### config.mk
export PLATFORM = sky130hd
export DESIGN_NAME = rx_port_control_registers
export DESIGN_NICKNAME = d
export VERILOG_FILES = /design/src/core/err_accum.v /design/src/core/estore_ctrl.v /design/src/core/rx_port_control_registers.v
export VERILOG_INCLUDE_DIRS = /design/src /design/src/common
export SDC_FILE = /design/constraint.sdc
export NUM_CORES = 1
export LEC_CHECK = 0
export BUFFER_PORTS_ARGS = -buffer_cell sky130_fd_sc_hd__buf_2
export CAP_MARGIN = 0
export CORE_MARGIN = 10
export CORE_UTILIZATION = 42
export CTS_CLUSTER_DIAMETER = 120
export DETAILED_ROUTE_END_ITERATION = 8
export RECOVER_POWER = 50
export REMOVE_ABC_BUFFERS = 1
export SLEW_MARGIN = 40
export SYNTH_ARGS = -nofsm -noshare
export SYNTH_HDL_FRONTEND = slang
export SYNTH_SLANG_ARGS = --single-unit
### constraint.sdc
create_clock -name clk_i -period 10.1 [get_ports clk_i]
set_input_delay 1.515 -clock clk_i [delete_from_list [all_inputs] [get_ports clk_i]]
set_output_delay 1.515 -clock clk_i [all_outputs]
set_load 0.03 [all_outputs]
### src/common/rx_port_control_consts.vh
`ifndef RX_PORT_CONTROL_CONSTS_VH
`define RX_PORT_CONTROL_CONSTS_VH

// Register indices; byte address is four times the index
`define IDX_ESTORE_CTRL 10'h085
`define IDX_ERR_CFG 10'h086
`define IDX_HDLC_FIFO 10'h087
`define IDX_ILV_BUS 10'h088
`define IDX_CNT_LINE_VIOL 10'h0a0
`define IDX_CNT_FRAMING 10'h0a1
`define IDX_CNT_MF_OOS 10'h0a2
`define IDX_ESTORE_STAT 10'h0a3

// Reset values of the writable registers
`define RST_ESTORE_CTRL 8'h00
`define RST_ERR_CFG 8'h00
`define RST_HDLC_FIFO 8'h00
`define RST_ILV_BUS 8'h00

// Elastic store control fields
`define ES_ENABLE 0
`define ES_MIN_DELAY 1
`define ES_RESET 2
`define ES_ALIGN 3
`define ES_ZONE_SEL 4
`define ES_GAPPED_CLK 6
`define ES_RATE_FMT 7

// Error counter configuration fields
`define EC_LVZ 0
`define EC_MF_OOS 1
`define EC_SIG_FRAME 2
`define EC_ACCUM_MODE 3
`define EC_INTERVAL 4
`define EC_MANUAL_UPD 5
`define EC_MANUAL_SRC 6
`define EC_SHARED_SEC 7

// Interleave bus fields
`define ILV_SLOT_LSB 0
`define ILV_ENABLE 3
`define ILV_MODE 4
`define ILV_SIZE_LSB 5

// Timing, counted in received frames of 125 us
`define FRAME_US 125
`define SECOND_US 1000000
`define FRAMES_PER_SECOND (`SECOND_US / `FRAME_US)
`define T1_SHORT_FRAMES 333
`define E1_SHORT_FRAMES 500

// Elastic store geometry and slip zones in bytes
`define T1_FRAME_BYTES 24
`define E1_FRAME_BYTES 32
`define MIN_DELAY_BYTES 4
`define SLIP_ZONE_WIDE 9
`define SLIP_ZONE_NARROW 2

`endif

### src/core/err_accum.v
`timescale 1ns/1ps
`include "rx_port_control_consts.vh"

module err_accum #(
    parameter CW = 16
) (
    input wire clk_i,
    input wire rst_i,
    input wire update_i,
    input wire inc_line_i,
    input wire inc_framing_i,
    input wire inc_mf_i,
    output reg [CW-1:0] line_cnt_o,
    output reg [CW-1:0] framing_cnt_o,
    output reg [CW-1:0] mf_cnt_o
);
    reg [CW-1:0] run_line;
    reg [CW-1:0] run_framing;
    reg [CW-1:0] run_mf;

    // Saturating step; an event in the update cycle starts the new interval so it is not lost
    function [CW-1:0] step;
        input [CW-1:0] cnt;
        input inc;
        begin
            step = (inc && (cnt != {CW{1'b1}})) ? cnt + {{(CW-1){1'b0}}, 1'b1} : cnt;
        end
    endfunction

    // Running counters and their latched copies
    always @(posedge clk_i) begin
        if (rst_i) begin
            run_line <= {CW{1'b0}};
            run_framing <= {CW{1'b0}};
            run_mf <= {CW{1'b0}};
            line_cnt_o <= {CW{1'b0}};
            framing_cnt_o <= {CW{1'b0}};
            mf_cnt_o <= {CW{1'b0}};
        end else if (update_i) begin
            line_cnt_o <= run_line;
            framing_cnt_o <= run_framing;
            mf_cnt_o <= run_mf;
            run_line <= {{(CW-1){1'b0}}, inc_line_i};
            run_framing <= {{(CW-1){1'b0}}, inc_framing_i};
            run_mf <= {{(CW-1){1'b0}}, inc_mf_i};
        end else begin
            run_line <= step(run_line, inc_line_i);
            run_framing <= step(run_framing, inc_framing_i);
            run_mf <= step(run_mf, inc_mf_i);
        end
    end
endmodule // err_accum

### src/core/estore_ctrl.v
`timescale 1ns/1ps
`include "rx_port_control_consts.vh"

module estore_ctrl #(
    parameter AW = 6
) (
    input wire clk_i,
    input wire rst_i,
    input wire e1_mode_i,
    input wire enable_i,
    input wire min_delay_i,
    input wire zone_sel_i,
    input wire conv_i,
    input wire align_i,
    input wire reset_i,
    input wire wr_en_i,
    input wire [7:0] wr_data_i,
    input wire rd_en_i,
    output reg [7:0] rd_data_o,
    output reg slip_o,
    output wire [AW-1:0] sep_o
);
    reg [7:0] mem [0:(1<<AW)-1];
    reg [AW-1:0] wr_ptr;
    reg [AW-1:0] rd_ptr;
    localparam [AW-1:0] FR_E1 = `E1_FRAME_BYTES, FR_T1 = `T1_FRAME_BYTES, MIN_D = `MIN_DELAY_BYTES;
    localparam [AW-1:0] ZN_N = `SLIP_ZONE_NARROW, ZN_W = `SLIP_ZONE_WIDE;
    wire [AW-1:0] frame = e1_mode_i ? FR_E1 : FR_T1;
    wire [AW-1:0] depth = min_delay_i ? MIN_D : {frame[AW-2:0], 1'b0};
    wire [AW-1:0] half = min_delay_i ? MIN_D >> 1 : {1'b0, frame[AW-1:1]};
    wire [AW-1:0] zone = zone_sel_i ? ZN_N : ZN_W;
    wire [AW-1:0] wr_base = (wr_ptr < frame || min_delay_i) ? {AW{1'b0}} : frame;
    wire [AW-1:0] other_base = (wr_base == {AW{1'b0}} && !min_delay_i) ? frame : {AW{1'b0}};
    wire [AW-1:0] reset_sep = wr_ptr - wr_base;

    // Distance a-b around a store of the given depth; zero depth is 2^AW
    function [AW-1:0] wrap_sub;
        input [AW-1:0] a;
        input [AW-1:0] b;
        input [AW-1:0] d;
        begin
            wrap_sub = (a >= b) ? a - b : a + d - b;
        end
    endfunction

    function [AW-1:0] wrap_inc;
        input [AW-1:0] a;
        input [AW-1:0] d;
        begin
            wrap_inc = ({1'b0, a} + 1'b1 >= {d == {AW{1'b0}}, d}) ? {AW{1'b0}} : a + 1'b1;
        end
    endfunction

    assign sep_o = wrap_sub(wr_ptr, rd_ptr, depth);

    // Write side
    always @(posedge clk_i) begin
        if (wr_en_i)
            mem[wr_ptr] <= wr_data_i;
    end

    // Pointer control: reset beats align beats slip beats normal reads
    always @(posedge clk_i) begin
        if (rst_i || !enable_i) begin
            wr_ptr <= {AW{1'b0}};
            rd_ptr <= {AW{1'b0}};
            slip_o <= 1'b0;
        end else begin
            slip_o <= 1'b0;
            if (wr_en_i)
                wr_ptr <= wrap_inc(wr_ptr, depth);
            if (reset_i) begin
                if (conv_i && reset_sep <= zone) begin
                    rd_ptr <= other_base;
                    slip_o <= 1'b1;
                end else begin
                    rd_ptr <= wr_base;
                end
            end else if (align_i) begin
                if (sep_o < half)
                    rd_ptr <= wrap_sub(wr_ptr, half, depth);
            end else if (conv_i && rd_en_i && sep_o <= zone) begin
                rd_ptr <= wrap_sub(rd_ptr, min_delay_i ? half : frame, depth);
                slip_o <= 1'b1;
            end else if (rd_en_i) begin
                rd_ptr <= wrap_inc(rd_ptr, depth);
            end
        end
    end

    // Read data, or the line byte itself when the store is bypassed
    always @(posedge clk_i) begin
        if (rst_i)
            rd_data_o <= 8'h00;
        else if (!enable_i && wr_en_i)
            rd_data_o <= wr_data_i;
        else if (enable_i && rd_en_i)
            rd_data_o <= mem[rd_ptr];
    end
endmodule // estore_ctrl

### src/core/rx_port_control_registers.v
// Function
// Clear means 64k in eight bits, set 56k
// Gapped clock enable gates channel clock output
// Slip near pointers during rate conversion
// Align rising edge separates pointers half frame
// Software aligns only with stable system clock
// Reset rising edge; slip if inside zone
// Software pulses reset, never leaves it set
// Minimum delay selects 32-bit store depth
// Store enable bypasses or inserts the store
// Shared second uses port one's timer
// Manual source picks update bit or latch
// Manual update edge latches then clears counters
// Software waits 250us before reading counts
// Timed update each second or short interval
// Accumulation mode selects timed or manual updates
// Signaling framing errors counted when enabled
// Multiframe counter counts errors or out-of-sync
// Line violation counter includes excess zeros optionally
// Watermark codes give 4/16/32/48 bytes
// Bus size codes give 2/4/8 devices
// Interleave enable; channel or frame mode
// Slot position code k means slot k+1
// Commands are rising edges, taken in-domain
//
// Decided for this implementation: the Wishbone slave port.
`timescale 1ns/1ps
`include "rx_port_control_consts.vh"

module rx_port_control_registers #(
    parameter CW = 16,
    parameter AW = 6
) (
    input wire clk_i,
    input wire rst_i,
    // Classic Wishbone slave
    input wire cyc_i,
    input wire stb_i,
    input wire we_i,
    input wire [11:0] adr_i,
    input wire [3:0] sel_i,
    input wire [31:0] dat_i,
    output reg [31:0] dat_o,
    output reg ack_o,
    // Line and mode context
    input wire e1_mode_i,
    input wire rate_conv_i,
    input wire frame_tick_i,
    input wire port1_second_i,
    input wire ext_counter_latch_i,
    output reg second_tick_o,
    // Error events from the framer
    input wire line_viol_i,
    input wire excess_zero_i,
    input wire ft_err_i,
    input wire fs_err_i,
    input wire mf_oos_i,
    // Receive data path through the elastic store
    input wire line_byte_valid_i,
    input wire [7:0] line_byte_i,
    input wire sys_byte_read_i,
    output wire [7:0] rx_byte_o,
    output reg chan_rate_format_o,
    output wire slip_o,
    // Channel clock
    input wire chan_clk_i,
    input wire chan_active_i,
    input wire chan_last_bit_i,
    output reg rx_channel_clk_out_o,
    // HDLC and interleave decode
    output reg [5:0] fifo_high_mark_o,
    output reg ilv_active_o,
    output reg ilv_frame_mode_o,
    output reg [3:0] ilv_devices_o,
    output reg [3:0] ilv_slot_position_o
);
    localparam ST_IDLE = 3'b001;
    localparam ST_TICK = 3'b010;
    localparam ST_HOLD = 3'b100;

    reg [7:0] estore_ctrl_reg;
    reg [7:0] err_cfg_reg;
    reg [7:0] hdlc_fifo_reg;
    reg [7:0] ilv_bus_reg;
    reg align_prev;
    reg reset_prev;
    reg manual_prev;
    reg latch_prev;
    reg align_pulse;
    reg reset_pulse;
    reg manual_pulse;
    reg [13:0] sec_frames;
    reg [13:0] short_frames;
    reg short_tick;
    reg [2:0] upd_state;
    reg [2:0] next_upd_state;
    reg [15:0] slip_count;
    wire [CW-1:0] line_cnt;
    wire [CW-1:0] framing_cnt;
    wire [CW-1:0] mf_cnt;
    wire [AW-1:0] sep;
    wire bus_req = cyc_i & stb_i;
    wire [9:0] idx = adr_i[11:2];
    wire wr_lane0 = bus_req & we_i & sel_i[0] & ~ack_o;
    wire t1_mode = ~e1_mode_i;
    localparam [13:0] SH_E1 = `E1_SHORT_FRAMES, SH_T1 = `T1_SHORT_FRAMES;
    wire [13:0] short_limit = e1_mode_i ? SH_E1 : SH_T1;
    wire manual_mode = err_cfg_reg[`EC_ACCUM_MODE];
    wire latch_rise = ext_counter_latch_i & ~latch_prev;
    wire timed_event;
    wire manual_event;
    wire update_req;
    wire inc_line;
    wire inc_framing;
    wire inc_mf;

    // Watermark decode, used only for the fifo_high_mark_o output; readback returns the raw code
    function [5:0] mark_bytes;
        input [1:0] code;
        begin
            case (code)
                2'b00: mark_bytes = 6'd4;
                2'b01: mark_bytes = 6'd16;
                2'b10: mark_bytes = 6'd32;
                default: mark_bytes = 6'd48;
            endcase
        end
    endfunction

    // Device count on the interleaved bus; zero flags the reserved code
    function [3:0] bus_devices;
        input [1:0] code;
        begin
            case (code)
                2'b00: bus_devices = 4'd2;
                2'b01: bus_devices = 4'd4;
                2'b10: bus_devices = 4'd8;
                default: bus_devices = 4'd0;
            endcase
        end
    endfunction

    // Register writes; only byte lane 0 carries data, the rest is ignored
    always @(posedge clk_i) begin
        if (rst_i) begin
            estore_ctrl_reg <= `RST_ESTORE_CTRL;
            err_cfg_reg <= `RST_ERR_CFG;
            hdlc_fifo_reg <= `RST_HDLC_FIFO;
            ilv_bus_reg <= `RST_ILV_BUS;
        end else if (wr_lane0) begin
            case (idx)
                `IDX_ESTORE_CTRL: estore_ctrl_reg <= {dat_i[7:6], 1'b0, dat_i[4:0]};
                `IDX_ERR_CFG: err_cfg_reg <= dat_i[7:0];
                `IDX_HDLC_FIFO: hdlc_fifo_reg <= {6'h00, dat_i[1:0]};
                `IDX_ILV_BUS: ilv_bus_reg <= {1'b0, dat_i[6:0]};
                default: ;
            endcase
        end
    end

    // Wishbone answer one cycle after the strobe; unmapped reads give zero
    always @(posedge clk_i) begin
        if (rst_i) begin
            ack_o <= 1'b0;
            dat_o <= 32'h00000000;
        end else begin
            ack_o <= bus_req & ~ack_o;
            dat_o <= 32'h00000000;
            if (bus_req && !ack_o && !we_i) begin
                case (idx)
                    `IDX_ESTORE_CTRL: dat_o <= {24'h000000, estore_ctrl_reg};
                    `IDX_ERR_CFG: dat_o <= {24'h000000, err_cfg_reg};
                    `IDX_HDLC_FIFO: dat_o <= {24'h000000, hdlc_fifo_reg};
                    `IDX_ILV_BUS: dat_o <= {24'h000000, ilv_bus_reg};
                    `IDX_CNT_LINE_VIOL: dat_o <= {{(32-CW){1'b0}}, line_cnt};
                    `IDX_CNT_FRAMING: dat_o <= {{(32-CW){1'b0}}, framing_cnt};
                    `IDX_CNT_MF_OOS: dat_o <= {{(32-CW){1'b0}}, mf_cnt};
                    `IDX_ESTORE_STAT: dat_o <= {slip_count, {(16-AW){1'b0}}, sep};
                    default: dat_o <= 32'h00000000;
                endcase
            end
        end
    end

    // Command bits act on their rising edge only; the store runs on this
    // clock, so the edge pulse is already in the domain it acts on
    always @(posedge clk_i) begin
        if (rst_i) begin
            align_prev <= 1'b0;
            reset_prev <= 1'b0;
            manual_prev <= 1'b0;
            latch_prev <= 1'b0;
            align_pulse <= 1'b0;
            reset_pulse <= 1'b0;
            manual_pulse <= 1'b0;
        end else begin
            align_prev <= estore_ctrl_reg[`ES_ALIGN];
            reset_prev <= estore_ctrl_reg[`ES_RESET];
            manual_prev <= err_cfg_reg[`EC_MANUAL_UPD];
            latch_prev <= ext_counter_latch_i;
            align_pulse <= estore_ctrl_reg[`ES_ALIGN] & ~align_prev;
            reset_pulse <= estore_ctrl_reg[`ES_RESET] & ~reset_prev;
            manual_pulse <= err_cfg_reg[`EC_MANUAL_UPD] & ~manual_prev;
        end
    end

    // Frame-based timers: one second and the short interval
    always @(posedge clk_i) begin
        if (rst_i) begin
            sec_frames <= 14'd0;
            short_frames <= 14'd0;
            second_tick_o <= 1'b0;
            short_tick <= 1'b0;
        end else begin
            second_tick_o <= 1'b0;
            short_tick <= 1'b0;
            if (frame_tick_i) begin
                if (sec_frames == `FRAMES_PER_SECOND - 1) begin
                    sec_frames <= 14'd0;
                    second_tick_o <= 1'b1;
                end else begin
                    sec_frames <= sec_frames + 14'd1;
                end
                if (short_frames >= short_limit - 14'd1) begin
                    short_frames <= 14'd0;
                    short_tick <= 1'b1;
                end else begin
                    short_frames <= short_frames + 14'd1;
                end
            end
        end
    end

    // Timed source: own second, port one's second, or the short interval
    assign timed_event = err_cfg_reg[`EC_INTERVAL] ? short_tick :
        (err_cfg_reg[`EC_SHARED_SEC] ? port1_second_i : second_tick_o);
    // Manual source: update bit edge or external latch edge
    assign manual_event = err_cfg_reg[`EC_MANUAL_SRC] ? latch_rise : manual_pulse;
    assign update_req = manual_mode ? manual_event : timed_event;

    // Update sequencer: a request enters ST_TICK on the next edge; counts latch on the edge after that
    always @* begin
        next_upd_state = upd_state;
        case (upd_state)
            ST_IDLE: if (update_req) next_upd_state = ST_TICK;
            ST_TICK: next_upd_state = update_req ? ST_TICK : ST_HOLD;
            ST_HOLD: next_upd_state = update_req ? ST_TICK : ST_IDLE;
            default: next_upd_state = ST_IDLE;
        endcase
    end

    always @(posedge clk_i) begin
        if (rst_i)
            upd_state <= ST_IDLE;
        else
            upd_state <= next_upd_state;
    end

    // Event selection per counter function
    assign inc_line = line_viol_i | (err_cfg_reg[`EC_LVZ] & excess_zero_i);
    assign inc_framing = ft_err_i | (t1_mode & err_cfg_reg[`EC_SIG_FRAME] & fs_err_i);
    assign inc_mf = (t1_mode & err_cfg_reg[`EC_MF_OOS]) ? mf_oos_i : inc_framing;

    err_accum #(
        .CW(CW)
    ) u_err_accum (
        .clk_i(clk_i),
        .rst_i(rst_i),
        .update_i(upd_state == ST_TICK),
        .inc_line_i(inc_line),
        .inc_framing_i(inc_framing),
        .inc_mf_i(inc_mf),
        .line_cnt_o(line_cnt),
        .framing_cnt_o(framing_cnt),
        .mf_cnt_o(mf_cnt)
    );

    estore_ctrl #(
        .AW(AW)
    ) u_estore_ctrl (
        .clk_i(clk_i),
        .rst_i(rst_i),
        .e1_mode_i(e1_mode_i),
        .enable_i(estore_ctrl_reg[`ES_ENABLE]),
        .min_delay_i(estore_ctrl_reg[`ES_MIN_DELAY]),
        .zone_sel_i(estore_ctrl_reg[`ES_ZONE_SEL]),
        .conv_i(rate_conv_i),
        .align_i(align_pulse),
        .reset_i(reset_pulse),
        .wr_en_i(line_byte_valid_i),
        .wr_data_i(line_byte_i),
        .rd_en_i(estore_ctrl_reg[`ES_ENABLE] ? sys_byte_read_i : line_byte_valid_i),
        .rd_data_o(rx_byte_o),
        .slip_o(slip_o),
        .sep_o(sep)
    );

    // Slip count for software; wraps rather than saturating
    always @(posedge clk_i) begin
        if (rst_i)
            slip_count <= 16'h0000;
        else if (slip_o)
            slip_count <= slip_count + 16'h0001;
    end

    // Channel clock: gapped form skips idle channels and the unused bit at 56k.
    // Registered, so the clock output lags its input by one cycle.
    always @(posedge clk_i) begin
        if (rst_i) begin
            rx_channel_clk_out_o <= 1'b0;
            chan_rate_format_o <= 1'b0;
        end else begin
            chan_rate_format_o <= estore_ctrl_reg[`ES_RATE_FMT];
            if (estore_ctrl_reg[`ES_GAPPED_CLK])
                rx_channel_clk_out_o <= chan_clk_i & chan_active_i &
                    ~(estore_ctrl_reg[`ES_RATE_FMT] & chan_last_bit_i);
            else
                rx_channel_clk_out_o <= chan_clk_i;
        end
    end

    // HDLC watermark and interleave bus decode
    always @(posedge clk_i) begin
        if (rst_i) begin
            fifo_high_mark_o <= 6'd4;
            ilv_active_o <= 1'b0;
            ilv_frame_mode_o <= 1'b0;
            ilv_devices_o <= 4'd2;
            ilv_slot_position_o <= 4'd1;
        end else begin
            fifo_high_mark_o <= mark_bytes(hdlc_fifo_reg[1:0]);
            ilv_active_o <= ilv_bus_reg[`ILV_ENABLE];
            ilv_frame_mode_o <= ilv_bus_reg[`ILV_ENABLE] & ilv_bus_reg[`ILV_MODE];
            ilv_devices_o <= bus_devices(ilv_bus_reg[`ILV_SIZE_LSB+1:`ILV_SIZE_LSB]);
            ilv_slot_position_o <= {1'b0, ilv_bus_reg[`ILV_SLOT_LSB+2:`ILV_SLOT_LSB]} + 4'd1;
        end
    end
endmodule // rx_port_control_registers

Yosys cells after proc, flatten, opt, wreduce, memory -nomap -nowiden
Memories as Yosys holds them, arrays and structs flattened. A register that Yosys moved wholly into a read port is not among the register bits. Cells that the tools add are included.

Register bits after elaboration: 248. Bits in writable memories: 512. Input bits: 76. Output and inout bits: 61. Word-level logic and storage cells: 207. Memories kept: 1.

Add/sub/neg operators: 21. Order comparisons: 10. Equality and inequality tests: 21. Multiplexer cells: 53. Bitwise operators: 28. Reduce and logical (&&, ||, !) cells: 34.

Memories: u_estore_ctrl.mem (depth 64, width 8, rd ports 1, clocked after memory_dff 1, write ports 1, line estore_ctrl.v:23) `reg [7:0] mem [0:(1<<AW)-1];`.

Operators with widths (number): $pmux 32 s8 (1); $mux 6 (18); $eq 10x8->1 const B (8); $add 16x1->16 const B (4); $ne 16x16->1 const B (3); $sub 6x6->6 (7); $add 14x1->14 const B (2); $mux 14 (2); $mux 8 (3); $mux 1 (21); $ge 6x6->1 (3); $pmux 6 s3 (1); $and 1x1->1 (17); $add 6x1->7 const B (2); $eq 14x13->1 const B (1); $ge 14x14->1 (1); $ge 7x7->1 (2); $add 6x1->6 const B (2); $add 6x6->6 (2); $le 6x6->1 (2); $logic_not 6->1 (2); $lt 6x6->1 (2); $pmux 4 s3 (1); $logic_and 1x1->1 (11); 23 further kinds (49).

Depth between registers and ports, before layout
Gate-level depths: netlist (run 1).

Word-level depth: 12. Depth in mapped cells: 18.

Modules after synthesis
From an unflattened synthesis (run 1), not the netlist that was laid out.

Cell total of the unflattened synthesis: 2261. Area total of the unflattened synthesis: 32686.3 um^2.

By module, submodules not included: estore_ctrl (times used 1, cells each 1215, area each 22999.6 um^2); rx_port_control_registers (times used 1, cells each 587, area each 5452.7 um^2); err_accum (times used 1, cells each 459, area each 4234.1 um^2).

Worst setup path before layout (run 1)
No wires, ideal clock.

Path type: input to register. Start point: input e1_mode_i. End point: register (tool-made name). Arrival: 4226 ps. Data required time: 10009 ps. Slack: 5783 ps. Stages on the path: 14. Path buffers: 0. Path through: inv_2 > nand2_4 > inv_2 > ha_1 > xor2_1 > ha_1 > xnor2_1 > mux2i_1 > inv_1 > ha_1 > a21oi_1 > a311oi_4 > mux2i_1 > nor3b_1.

RTL lines: start, declared (line rx_port_control_registers.v:46) `input wire e1_mode_i,`.

==> impl_metrics.json, run 1 <==
{
  "h-tree-depth": 3,
  "clkPwrFrac_pct": 46.2,
  "crit_arrival_ps": 5420,
  "drc": 0,
  "cp-start-kind": "input port",
  "drive_gt1_share_pct": 18.7,
  "numCtsBuffers": 81,
  "max-slew-margin-rel_pct": -117,
  "start_util_pct": 42.6,
  "dieArea_um2": 87100,
  "synth-seq-area-share_pct": 64.1,
  "post_dp_cell_area_um2": 33300,
  "r2r_setup_slack_ps": 5290,
  "multi_input_area_um2": 10900,
  "rows": 100,
  "wl_per_cell_um": 22.3,
  "synth.area.top_cells": "edfxtp_1, dfxtp_1, mux4_2",
  "die_x_um": 295,
  "die_h_um": 295,
  "seq_area_um2": 20400,
  "finalNetCount": 2475,
  "postSynthCellCount": 2218,
  "cpMaxStageDelayCell": "clkbuf_1",
  "drtIter0Drc": 1373,
  "antenna_found_initial": 1,
  "dp_hpwl_um": 48100,
  "power_density_nw_per_um2": 180,
  "synth_top_family_by_area": "multiplexers",
  "switching_share_pct": 20.7,
  "dr.pass1.iters": 6,
  "end_kind": "flop",
  "cts_root_buf": "clkbuf_16",
  "io_buffers": 103,
  "timing.final.crit_share_pct": 48.7,
  "rsz0062_at_grt": "no",
  "synth_top_area_share_pct": 48.3,
  "synth_ff_type": "edfxtp_1",
  "top_regs": "u_estore_ctrl.mem (512), dat_o (32)",
  "synth_compound_area_share_pct": 5.19,
  "path_cells": "clkbuf_1 -> clkbuf_1 -> buf_4 -> nor2b_1 -> nor2b_1",
  "intPower_mw": 5.15,
  "track_usage_pct": 17.1,
  "final_cell_mix": "edfxtp_1, dfxtp_1, nor2_1",
  "synth.avg_cell_area_um2": 14.3,
  "cp_slowest_stage_delay_ps": 1740,
  "yosysTopAreaCell": "edfxtp_1",
  "diodes": 0,
  "ios": 137,
  "cts_resized": 0,
  "grt_max_degree": 66,
  "core_area_um2": 74700,
  "fin_area_um2": 36000,
  "hp-class": "reg2reg",
  "clk_pin_slew_ps": 60,
  "clock.fmax_mhz": 203,
  "critical_path.max_fanout": 61,
  "fill_cells": 6438,
  "cts_hold_buf": 0,
  "setup_viol": 0,
  "violations": "capacitance limit, slew limit",
  "antenna_left": 0,
  "area_growth_pct": 13.3,
  "muxShareOfSynthArea_pct": 13.3,
  "slew_violations": 676,
  "p_seq_share_pct": 51.4,
  "synth-edff-count": 512,
  "synth-xor-area-share_pct": 2.99,
  "hold_viol_final": 0,
  "worst_ep_required_time_ps": 10600,
  "largest_reg_flops": 512,
  "crit_buf_inv": 3,
  "path_class": "in2reg",
  "wl_um": 75000,
  "crit_family": "buffers and inverters",
  "synthAdderAreaFrac_pct": 3.00,
  "place_congestion": 0.838,
  "mostFrequentLayoutCell": "edfxtp_1",
  "leakagePower_nw": 11.9,
  "vias_per_cell": 5.61,
  "run_status": "finished with violations",
  "dr_total_vias": 18900,
  "cts_tree": "built",
  "largest_register": "u_estore_ctrl.mem",
  "netlist_area_um2": 31800,
  "finalSetupTns_ps": 0,
  "postCtsSetupBuffers": 0,
  "cts_sinks": 762,
  "grt_overflow_total": 0,
  "power.switching_mw": 1.35,
  "final.min_clock_period_ps": 4920,
  "combPwrFrac_pct": 2.4,
  "ys_warn_count": 0,
  "synthArstFlopShare_pct": 0,
  "grt_pass1_vias": 18900,
  "skew_ps": 45.2,
  "ys_seq_elements": 762,
  "clkLatencyLatePin_ps": 650,
  "yosys.area_share.simple_pct": 9.54,
  "cts_buffer_depth": 3,
  "grt_pass1_wl_um": 115000,
  "ir_worst_vdd_mv": 0.107,
  "tightest_slew_ps": 3250,
  "max_cap_violations": 11,
  "synth_cell_types": 76
}
==> synth_stat cells (23+ instances only) <==
library cell and count:
and3_1 28, xnor2_1 41, nand3_1 63, mux2i_1 38, nor2b_1 23, mux4_2 170
clkbuf_1 74, o21ai_0 34, nor2_1 230, inv_1 37, nand4_1 26, a21oi_1 112
xor2_1 63, nand2_1 206, dfxtp_1 250, edfxtp_1 512, ha_1 65
==> metrics by stage <==
step           cells  setup WS, ps  total power, mW  hold slack [ps]  util [%]
2_1_floorplan   2115          2940             3.47              367         -
3_3_place_gp    3212          4930             3.56              374      44.6
3_5_place_dp    3213          4870             3.56              373      44.6
4_1_cts         3360          5400             6.56              378      48.3
5_1_grt         3360          4840             6.71              388      48.3
6_report        3360          5180             6.50              376      48.3
==> worst paths after layout <==
check                           from      endpoint  cells past startpoint
max                            rst_i   align_pulse                      5
min                      manual_prev  manual_pulse                      1
max reg2reg  u_estore_ctrl.wr_ptr[4]          flop                     12
min reg2reg              manual_prev  manual_pulse                      1
==> layout make-up <==
cell class / instances / share of cell area (%)
clock buffers: 100 / 5.93
clock inverters: 47 / 1.60
inverters: 40 / 0.417
multi-input cells: 1313 / 30.3
flip-flops and latches: 762 / 56.6
well taps: 969 / 3.36
repair buffers: 129 / 1.85
==> layer usage <==
metal  part of all wire, %  global-route usage [%]
met5                     0                       0
met4                   3.0                    5.89
met3                   6.2                    2.77
met2                    49                    28.7
met1                    41                    22.4
==> power groups by stage <==
| stage | logic (mW) | registers, mW | clock network [mW] |
|---|---|---|---|
| after floorplan | 0.0629 | 3.41 | 0 |
| after global routing | 0.170 | 3.34 | 3.20 |
| after detailed placement | 0.158 | 3.41 | 0 |
| after CTS | 0.159 | 3.34 | 3.06 |
| after global placement | 0.151 | 3.41 | 0 |
| final | 0.155 | 3.34 | 3.00 |
==> cell families after synthesis <==
logic type,count (synthesis)
AOI/OAI and AO/OA,256
xor gates and xnor gates,106
adders and majority gates,72
buffers and inverters,147
DFF,762
muxes,211
other,2
and+or+nand+nor,662
Note: power is estimated with default switching activity, not from simulation.
==> run 2: changes to the inputs <==
Clock period 10.1 ns to 4.8 ns, I/O delays scaled along.
==> run 2 against run 1 <==
Effect of this change: the flow still finishes with violations (capacitance limit, slew limit); cell area about the same; clock power increased by 100%; register-to-register slack got worse by 4900 ps; worst hold slack got worse by 55 ps; via count increased by 0.25%; sequential power increased by 110%; first-iteration DRC count decreased by 0.29%; clock skew increased by 3.9 ps; total power increased by 110%.
==> impl_metrics.json, run 2 (synthesized netlist as in run 1, its figures left out) <==
{
  "path_class": "reg2reg",
  "cts_hold_buf": 0,
  "postCtsSetupBuffers": 0,
  "mostFrequentLayoutCell": "edfxtp_1",
  "antenna_found_initial": 1,
  "dp_hpwl_um": 48800,
  "hold_depth": 2,
  "final_cell_mix": "edfxtp_1, dfxtp_1, nor2_1",
  "total_power_mw": 13.4,
  "place_congestion": 0.849,
  "die_h_um": 295,
  "combPwrFrac_pct": 2.4,
  "vias_per_cell": 5.60,
  "worstReg2RegStart": "u_estore_ctrl.rd_ptr[4]",
  "switching_share_pct": 21.6,
  "drive_gt1_share_pct": 17.8,
  "r2r_setup_slack_ps": 360,
  "largest_reg_flops": 512,
  "top_regs": "u_estore_ctrl.mem (512), dat_o (32)",
  "track_usage_pct": 16.9,
  "wl_um": 74500,
  "grt_pass1_wl_um": 114000,
  "drc": 0,
  "cp-start-kind": "flop",
  "slew_violations": 683,
  "drtIter0Drc": 1369,
  "fin_area_um2": 36000,
  "h-tree-depth": 3,
  "cts_tree": "built",
  "skew_ps": 49.1,
  "rows": 100,
  "reg2reg_depth": 13,
  "die_x_um": 295,
  "area_growth_pct": 13.4,
  "clock.fmax_mhz": 225,
  "hold_viol_final": 0,
  "wl_per_cell_um": 22.1,
  "clk_pin_slew_ps": 60,
  "min_to": "latch_prev",
  "post-place-cells": 3227,
  "core_area_um2": 74700,
  "p_seq_share_pct": 52.5,
  "worst_ep_required_time_ps": 5340,
  "rsz0062_at_grt": "no",
  "finalNetCount": 2489,
  "crit_arrival_ps": 4980,
  "numCtsBuffers": 81,
  "cts_root_buf": "clkbuf_16",
  "ir_worst_vdd_mv": 0.282,
  "run_status": "finished with violations",
  "power_density_nw_per_um2": 372,
  "grt_pass1_vias": 18900,
  "power.switching_mw": 2.90,
  "leakagePower_nw": 11.8,
  "post_dp_cell_area_um2": 33500,
  "critical_path.max_fanout": 7,
  "grt_max_degree": 83,
  "violations": "capacitance limit, slew limit",
  "cts_sinks": 762,
  "dr_total_vias": 18900,
  "grt_overflow_total": 0,
  "io_buffers": 103,
  "cts_buffer_depth": 3,
  "intPower_mw": 10.5,
  "dieArea_um2": 87100,
  "diodes": 0,
  "end_kind": "flop",
  "ios": 137,
  "hp-class": "in2reg",
  "clkPwrFrac_pct": 45.1,
  "timing.final.crit_share_pct": 92.4,
  "stdcell_count": 3375,
  "largest_register": "u_estore_ctrl.mem",
  "tightest_slew_ps": 3960,
  "max_cap_violations": 11,
  "antenna_left": 0,
  "final.min_clock_period_ps": 4440,
  "hp-start": "ext_counter_latch_i",
  "max-slew-margin-rel_pct": -164,
  "clkLatencyLatePin_ps": 660,
  "dr.pass1.iters": 6,
  "start_util_pct": 42.6,
  "setup_viol": 0,
  "cts_resized": 0
}
[run 2: metrics by stage]
stage	hold WS [ps]	util (%)	setup WS, ps	TNS [ps]
after floorplan	367	-	-2360	-18700
after global placement	373	44.8	534	0
after detailed placement	372	44.8	410	0
after CTS	279	48.4	401	0
after global routing	312	48.3	123	0
final	320	48.3	364	0
[run 2: how the worst max path moves through the flow]
stage          slack, ps                     from                          to  cells past startpoint
3_3_place_gp         530  u_estore_ctrl.wr_ptr[0]                        flop                     15
6_report             360  u_estore_ctrl.rd_ptr[4]                        flop                     13
5_1_grt              120  u_estore_ctrl.rd_ptr[4]                        flop                     13
3_5_place_dp         410  u_estore_ctrl.wr_ptr[0]                        flop                     15
2_1_floorplan      -2360                     flop  u_estore_ctrl.rd_data_o[6]                      5
4_1_cts              400  u_estore_ctrl.rd_ptr[4]                        flop                     13
[run 2: per-layer routing]
metal	part of all wire, %	track usage [%]	vias to the layer above
met5	0.012	0	-
met4	2.2	4.59	2
met3	4.7	2.66	124
met2	51	28.9	445
met1	43	22.2	9695
li1	-	-	8638
[run 2: cell type report]
class / instances / area (um^2)
clock inverters: 40 / 407
fillers: 6405 / 38600
flip-flops and latches: 762 / 20400
multi-input cells: 1313 / 10900
clock buffers: 108 / 2210
repair buffers: 143 / 769
inverters: 40 / 150
well taps: 969 / 1210
[run 2: worst max-delay path, cell delays in order, from the launching register on]
cell and delay, ps:
dfxtp_1 420, inv_1 160, ha_1 400, o21ai_0 280, nor2_1 80, or3_1 440
o21ai_0 400, ha_1 320, or2_2 320, o311ai_0 130, o221ai_1 390, nor2_1 530
o31ai_1 140, o32ai_1 310
[run 2: power by group through the flow]
| stage | registers (mW) | clock network (mW) | logic, mW |
|---|---|---|---|
| after floorplan | 7.17 | 0 | 0.132 |
| after global placement | 7.17 | 0 | 0.317 |
| after detailed placement | 7.17 | 0 | 0.329 |
| after CTS | 7.03 | 6.18 | 0.331 |
| after global routing | 7.04 | 6.43 | 0.354 |
| final | 7.04 | 6.05 | 0.323 |
==> run 3: changes to the inputs <==
Settings changed: SYNTH_HIERARCHICAL from default to 1.
==> run 3 against run 2 <==
Effect of this change: the run still ends with capacitance limit, slew limit left; sequential share of layout area down 1.9 points; register-to-register slack worse by 70 ps; non-clock buffer count down 1; combinational power up 6%; clock skew down 5.7 ps; utilization down 0.062 points; global-route usage up 0.11 points; worst hold slack better by 2.7 ps; clock power up 8.8%; synthesized area up 2.8%; sequential power about the same.
==> impl_metrics.json, run 3 <==
{
  "rsz0062_at_grt": "no",
  "slew_violations": 584,
  "tightest_slew_ps": 3270,
  "clkLatencyLatePin_ps": 640,
  "cts_sinks": 762,
  "hold_viol_final": 0,
  "area_growth_pct": 14.0,
  "violations": "capacitance limit, slew limit",
  "h-tree-depth": 3,
  "ios": 137,
  "cts_tree": "built",
  "critical_path.max_fanout": 8,
  "pre_cts_slack_ps": 276,
  "synth-seq-area-share_pct": 62.3,
  "wl_per_cell_um": 21.9,
  "ys_warn_count": 6,
  "start_util_pct": 42.3,
  "clk_pin_slew_ps": 60,
  "crit_arrival_ps": 5000,
  "dieArea_um2": 89400,
  "yosysMostFrequentCell": "edfxtp_1",
  "yosys-top-cells-count": "edfxtp_1, dfxtp_1, nor2_1, mux4_2, nand2_1",
  "drc": 0,
  "timing.final.crit_share_pct": 93.8,
  "run_status": "finished with violations",
  "core_area_um2": 77300,
  "grt_pass1_wl_um": 119000,
  "vias_per_cell": 5.62,
  "total_power_mw": 14.0,
  "dp_hpwl_um": 50200,
  "post_dp_cell_area_um2": 34500,
  "finalNetCount": 2534,
  "setup_viol": 0,
  "synthArstFlopShare_pct": 0,
  "grt_overflow_total": 0,
  "netlist_area_um2": 32700,
  "io_buffers": 103,
  "clock.fmax_mhz": 222,
  "dr_total_vias": 19600,
  "cp-start-kind": "flop",
  "mostFrequentLayoutCell": "edfxtp_1",
  "finish.utilization_pct": 48.2,
  "numCtsBuffers": 83,
  "synth.area.top_cells": "edfxtp_1, dfxtp_1, mux4_2",
  "place_congestion": 0.873,
  "synth.avg_cell_area_um2": 14.5,
  "path_class": "reg2reg",
  "max_cap_violations": 9,
  "wl_um": 76600,
  "ys_seq_elements": 762,
  "yosysTopAreaCell": "edfxtp_1",
  "track_usage_pct": 17.0,
  "postSynthCellCount": 2261,
  "dr.pass1.iters": 5,
  "power_density_nw_per_um2": 374,
  "hp-class": "in2reg",
  "die_h_um": 299,
  "antenna_found_initial": 2,
  "synth_cell_types": 95,
  "synth_ff_type": "edfxtp_1",
  "largest_reg_flops": 512,
  "worst_ep_required_time_ps": 5300,
  "synth-edff-count": 512,
  "largest_register": "u_estore_ctrl/mem",
  "max-slew-margin-rel_pct": -118,
  "final_cell_mix": "edfxtp_1, dfxtp_1, nor2_1",
  "fin_area_um2": 37300,
  "antenna_left": 0,
  "skew_ps": 43.4,
  "top_regs": "u_estore_ctrl/mem (512), dat_o (32)",
  "final.min_clock_period_ps": 4500,
  "cts_root_buf": "clkbuf_16",
  "fill_cells": 6677,
  "rows": 102,
  "ir_worst_vdd_mv": 0.278,
  "cts_buffer_depth": 3,
  "leakagePower_nw": 12.2,
  "end_kind": "flop",
  "grt_pass1_vias": 20000,
  "cts_hold_buf": 0,
  "drtIter0Drc": 1650,
  "die_x_um": 299,
  "grt_max_degree": 66,
  "synth_top_area_share_pct": 47.0,
  "drive_gt1_share_pct": 19.1,
  "fin_ws_ps": 296
}
run 3: changes by cell type after synthesis, moves of 18 or more:
cell	before	now
nand2_1	206	96
nor3_1	10	38
a21oi_1	112	85
and2_1	6	24
mux2i_1	38	93
xor2_1	63	27
run 3: cell families (layout without fill, tap and decap cells):
| group | count (synthesis) | in the layout | synth area share (%) |
|---|---|---|---|
| adders and majority gates | 72 | 72 | 2.92 |
| muxes | 270 | 270 | 14.8 |
| and+or+nand+nor | 669 | 669 | 10.5 |
| buffers and inverters | 147 | 338 | 1.91 |
| AOI/OAI and AO/OA | 273 | 273 | 5.61 |
| xor gates and xnor gates | 66 | 66 | 1.85 |
| other | 2 | 7 | 0.0230 |
| DFF | 762 | 762 | 62.3 |
run 3: worst max-delay path, cell delays in order (launching register included):
cell	delay, ps
dfxtp_1	420
ha_1	270
fa_1	450
a21boi_1	190
o22ai_1	320
nor2_1	210
o31ai_1	510
ha_1	220
nand3_1	100
o31a_1	130
a2111oi_0	370
nor3_1	170
nor4_4	280
mux2_2	410
a2111oi_2	340
run 3: layout make-up:
type,count,area (um^2),share of cell area [%]
Clock inverter,58,637,1.71
Sequential cell,762,20400,54.7
Tap cell,1040,1300,3.49
Antenna cell,1,2.50,0.00671
Inverter,41,156,0.420
Clock buffer,97,2220,5.96
Multi-Input combinational cell,1356,11800,31.6
Timing Repair Buffer,142,771,2.07
run 3: timing repair:
action,in CTS,in global routing
buffers inserted,0,0
endpoints found under the setup margin,0,4
resized for setup,0,1
hold endpoints to repair,0,0
run 3: path summary, 6_finish.rpt:
kind / start / endpoint / slack [ps] / cells after the start
setup / recovery: u_estore_ctrl/rd_ptr[0] / u_estore_ctrl/rd_ptr[1] / 300 / 14
hold / removal: chan_clk_i / rx_channel_clk_out_o / 320 / 3
setup reg to reg: u_estore_ctrl/rd_ptr[0] / u_estore_ctrl/rd_ptr[1] / 300 / 14
hold reg to reg: reset_prev / reset_pulse / 380 / 1
run 3: per-layer routing:
metal / wire [um] / part of all wire, % / global-route usage (%) / vias to the layer above
met1: 32700 / 43 / 22.6 / 9902
met3: 5530 / 7.2 / 3.89 / 148
met2: 36200 / 47 / 27.4 / 624
met4: 2220 / 2.9 / 5.83 / 4
li1: - / - / - / 8964
met5: 16 / 0.021 / 0 / -
run 3: through the flow:
stage	std cells	TNS (ps)	hold WS, ps
6_report	3497	0	323
5_1_grt	3496	0	335
4_1_cts	3496	0	278
3_5_place_dp	3341	0	371
3_3_place_gp	3340	0	372
2_1_floorplan	2159	-19520	367
run 3: where the power goes:
part	internal [mW]	switching (mW)
registers	7.02	0.0131
logic	0.0957	0.245
clock network	3.93	2.64
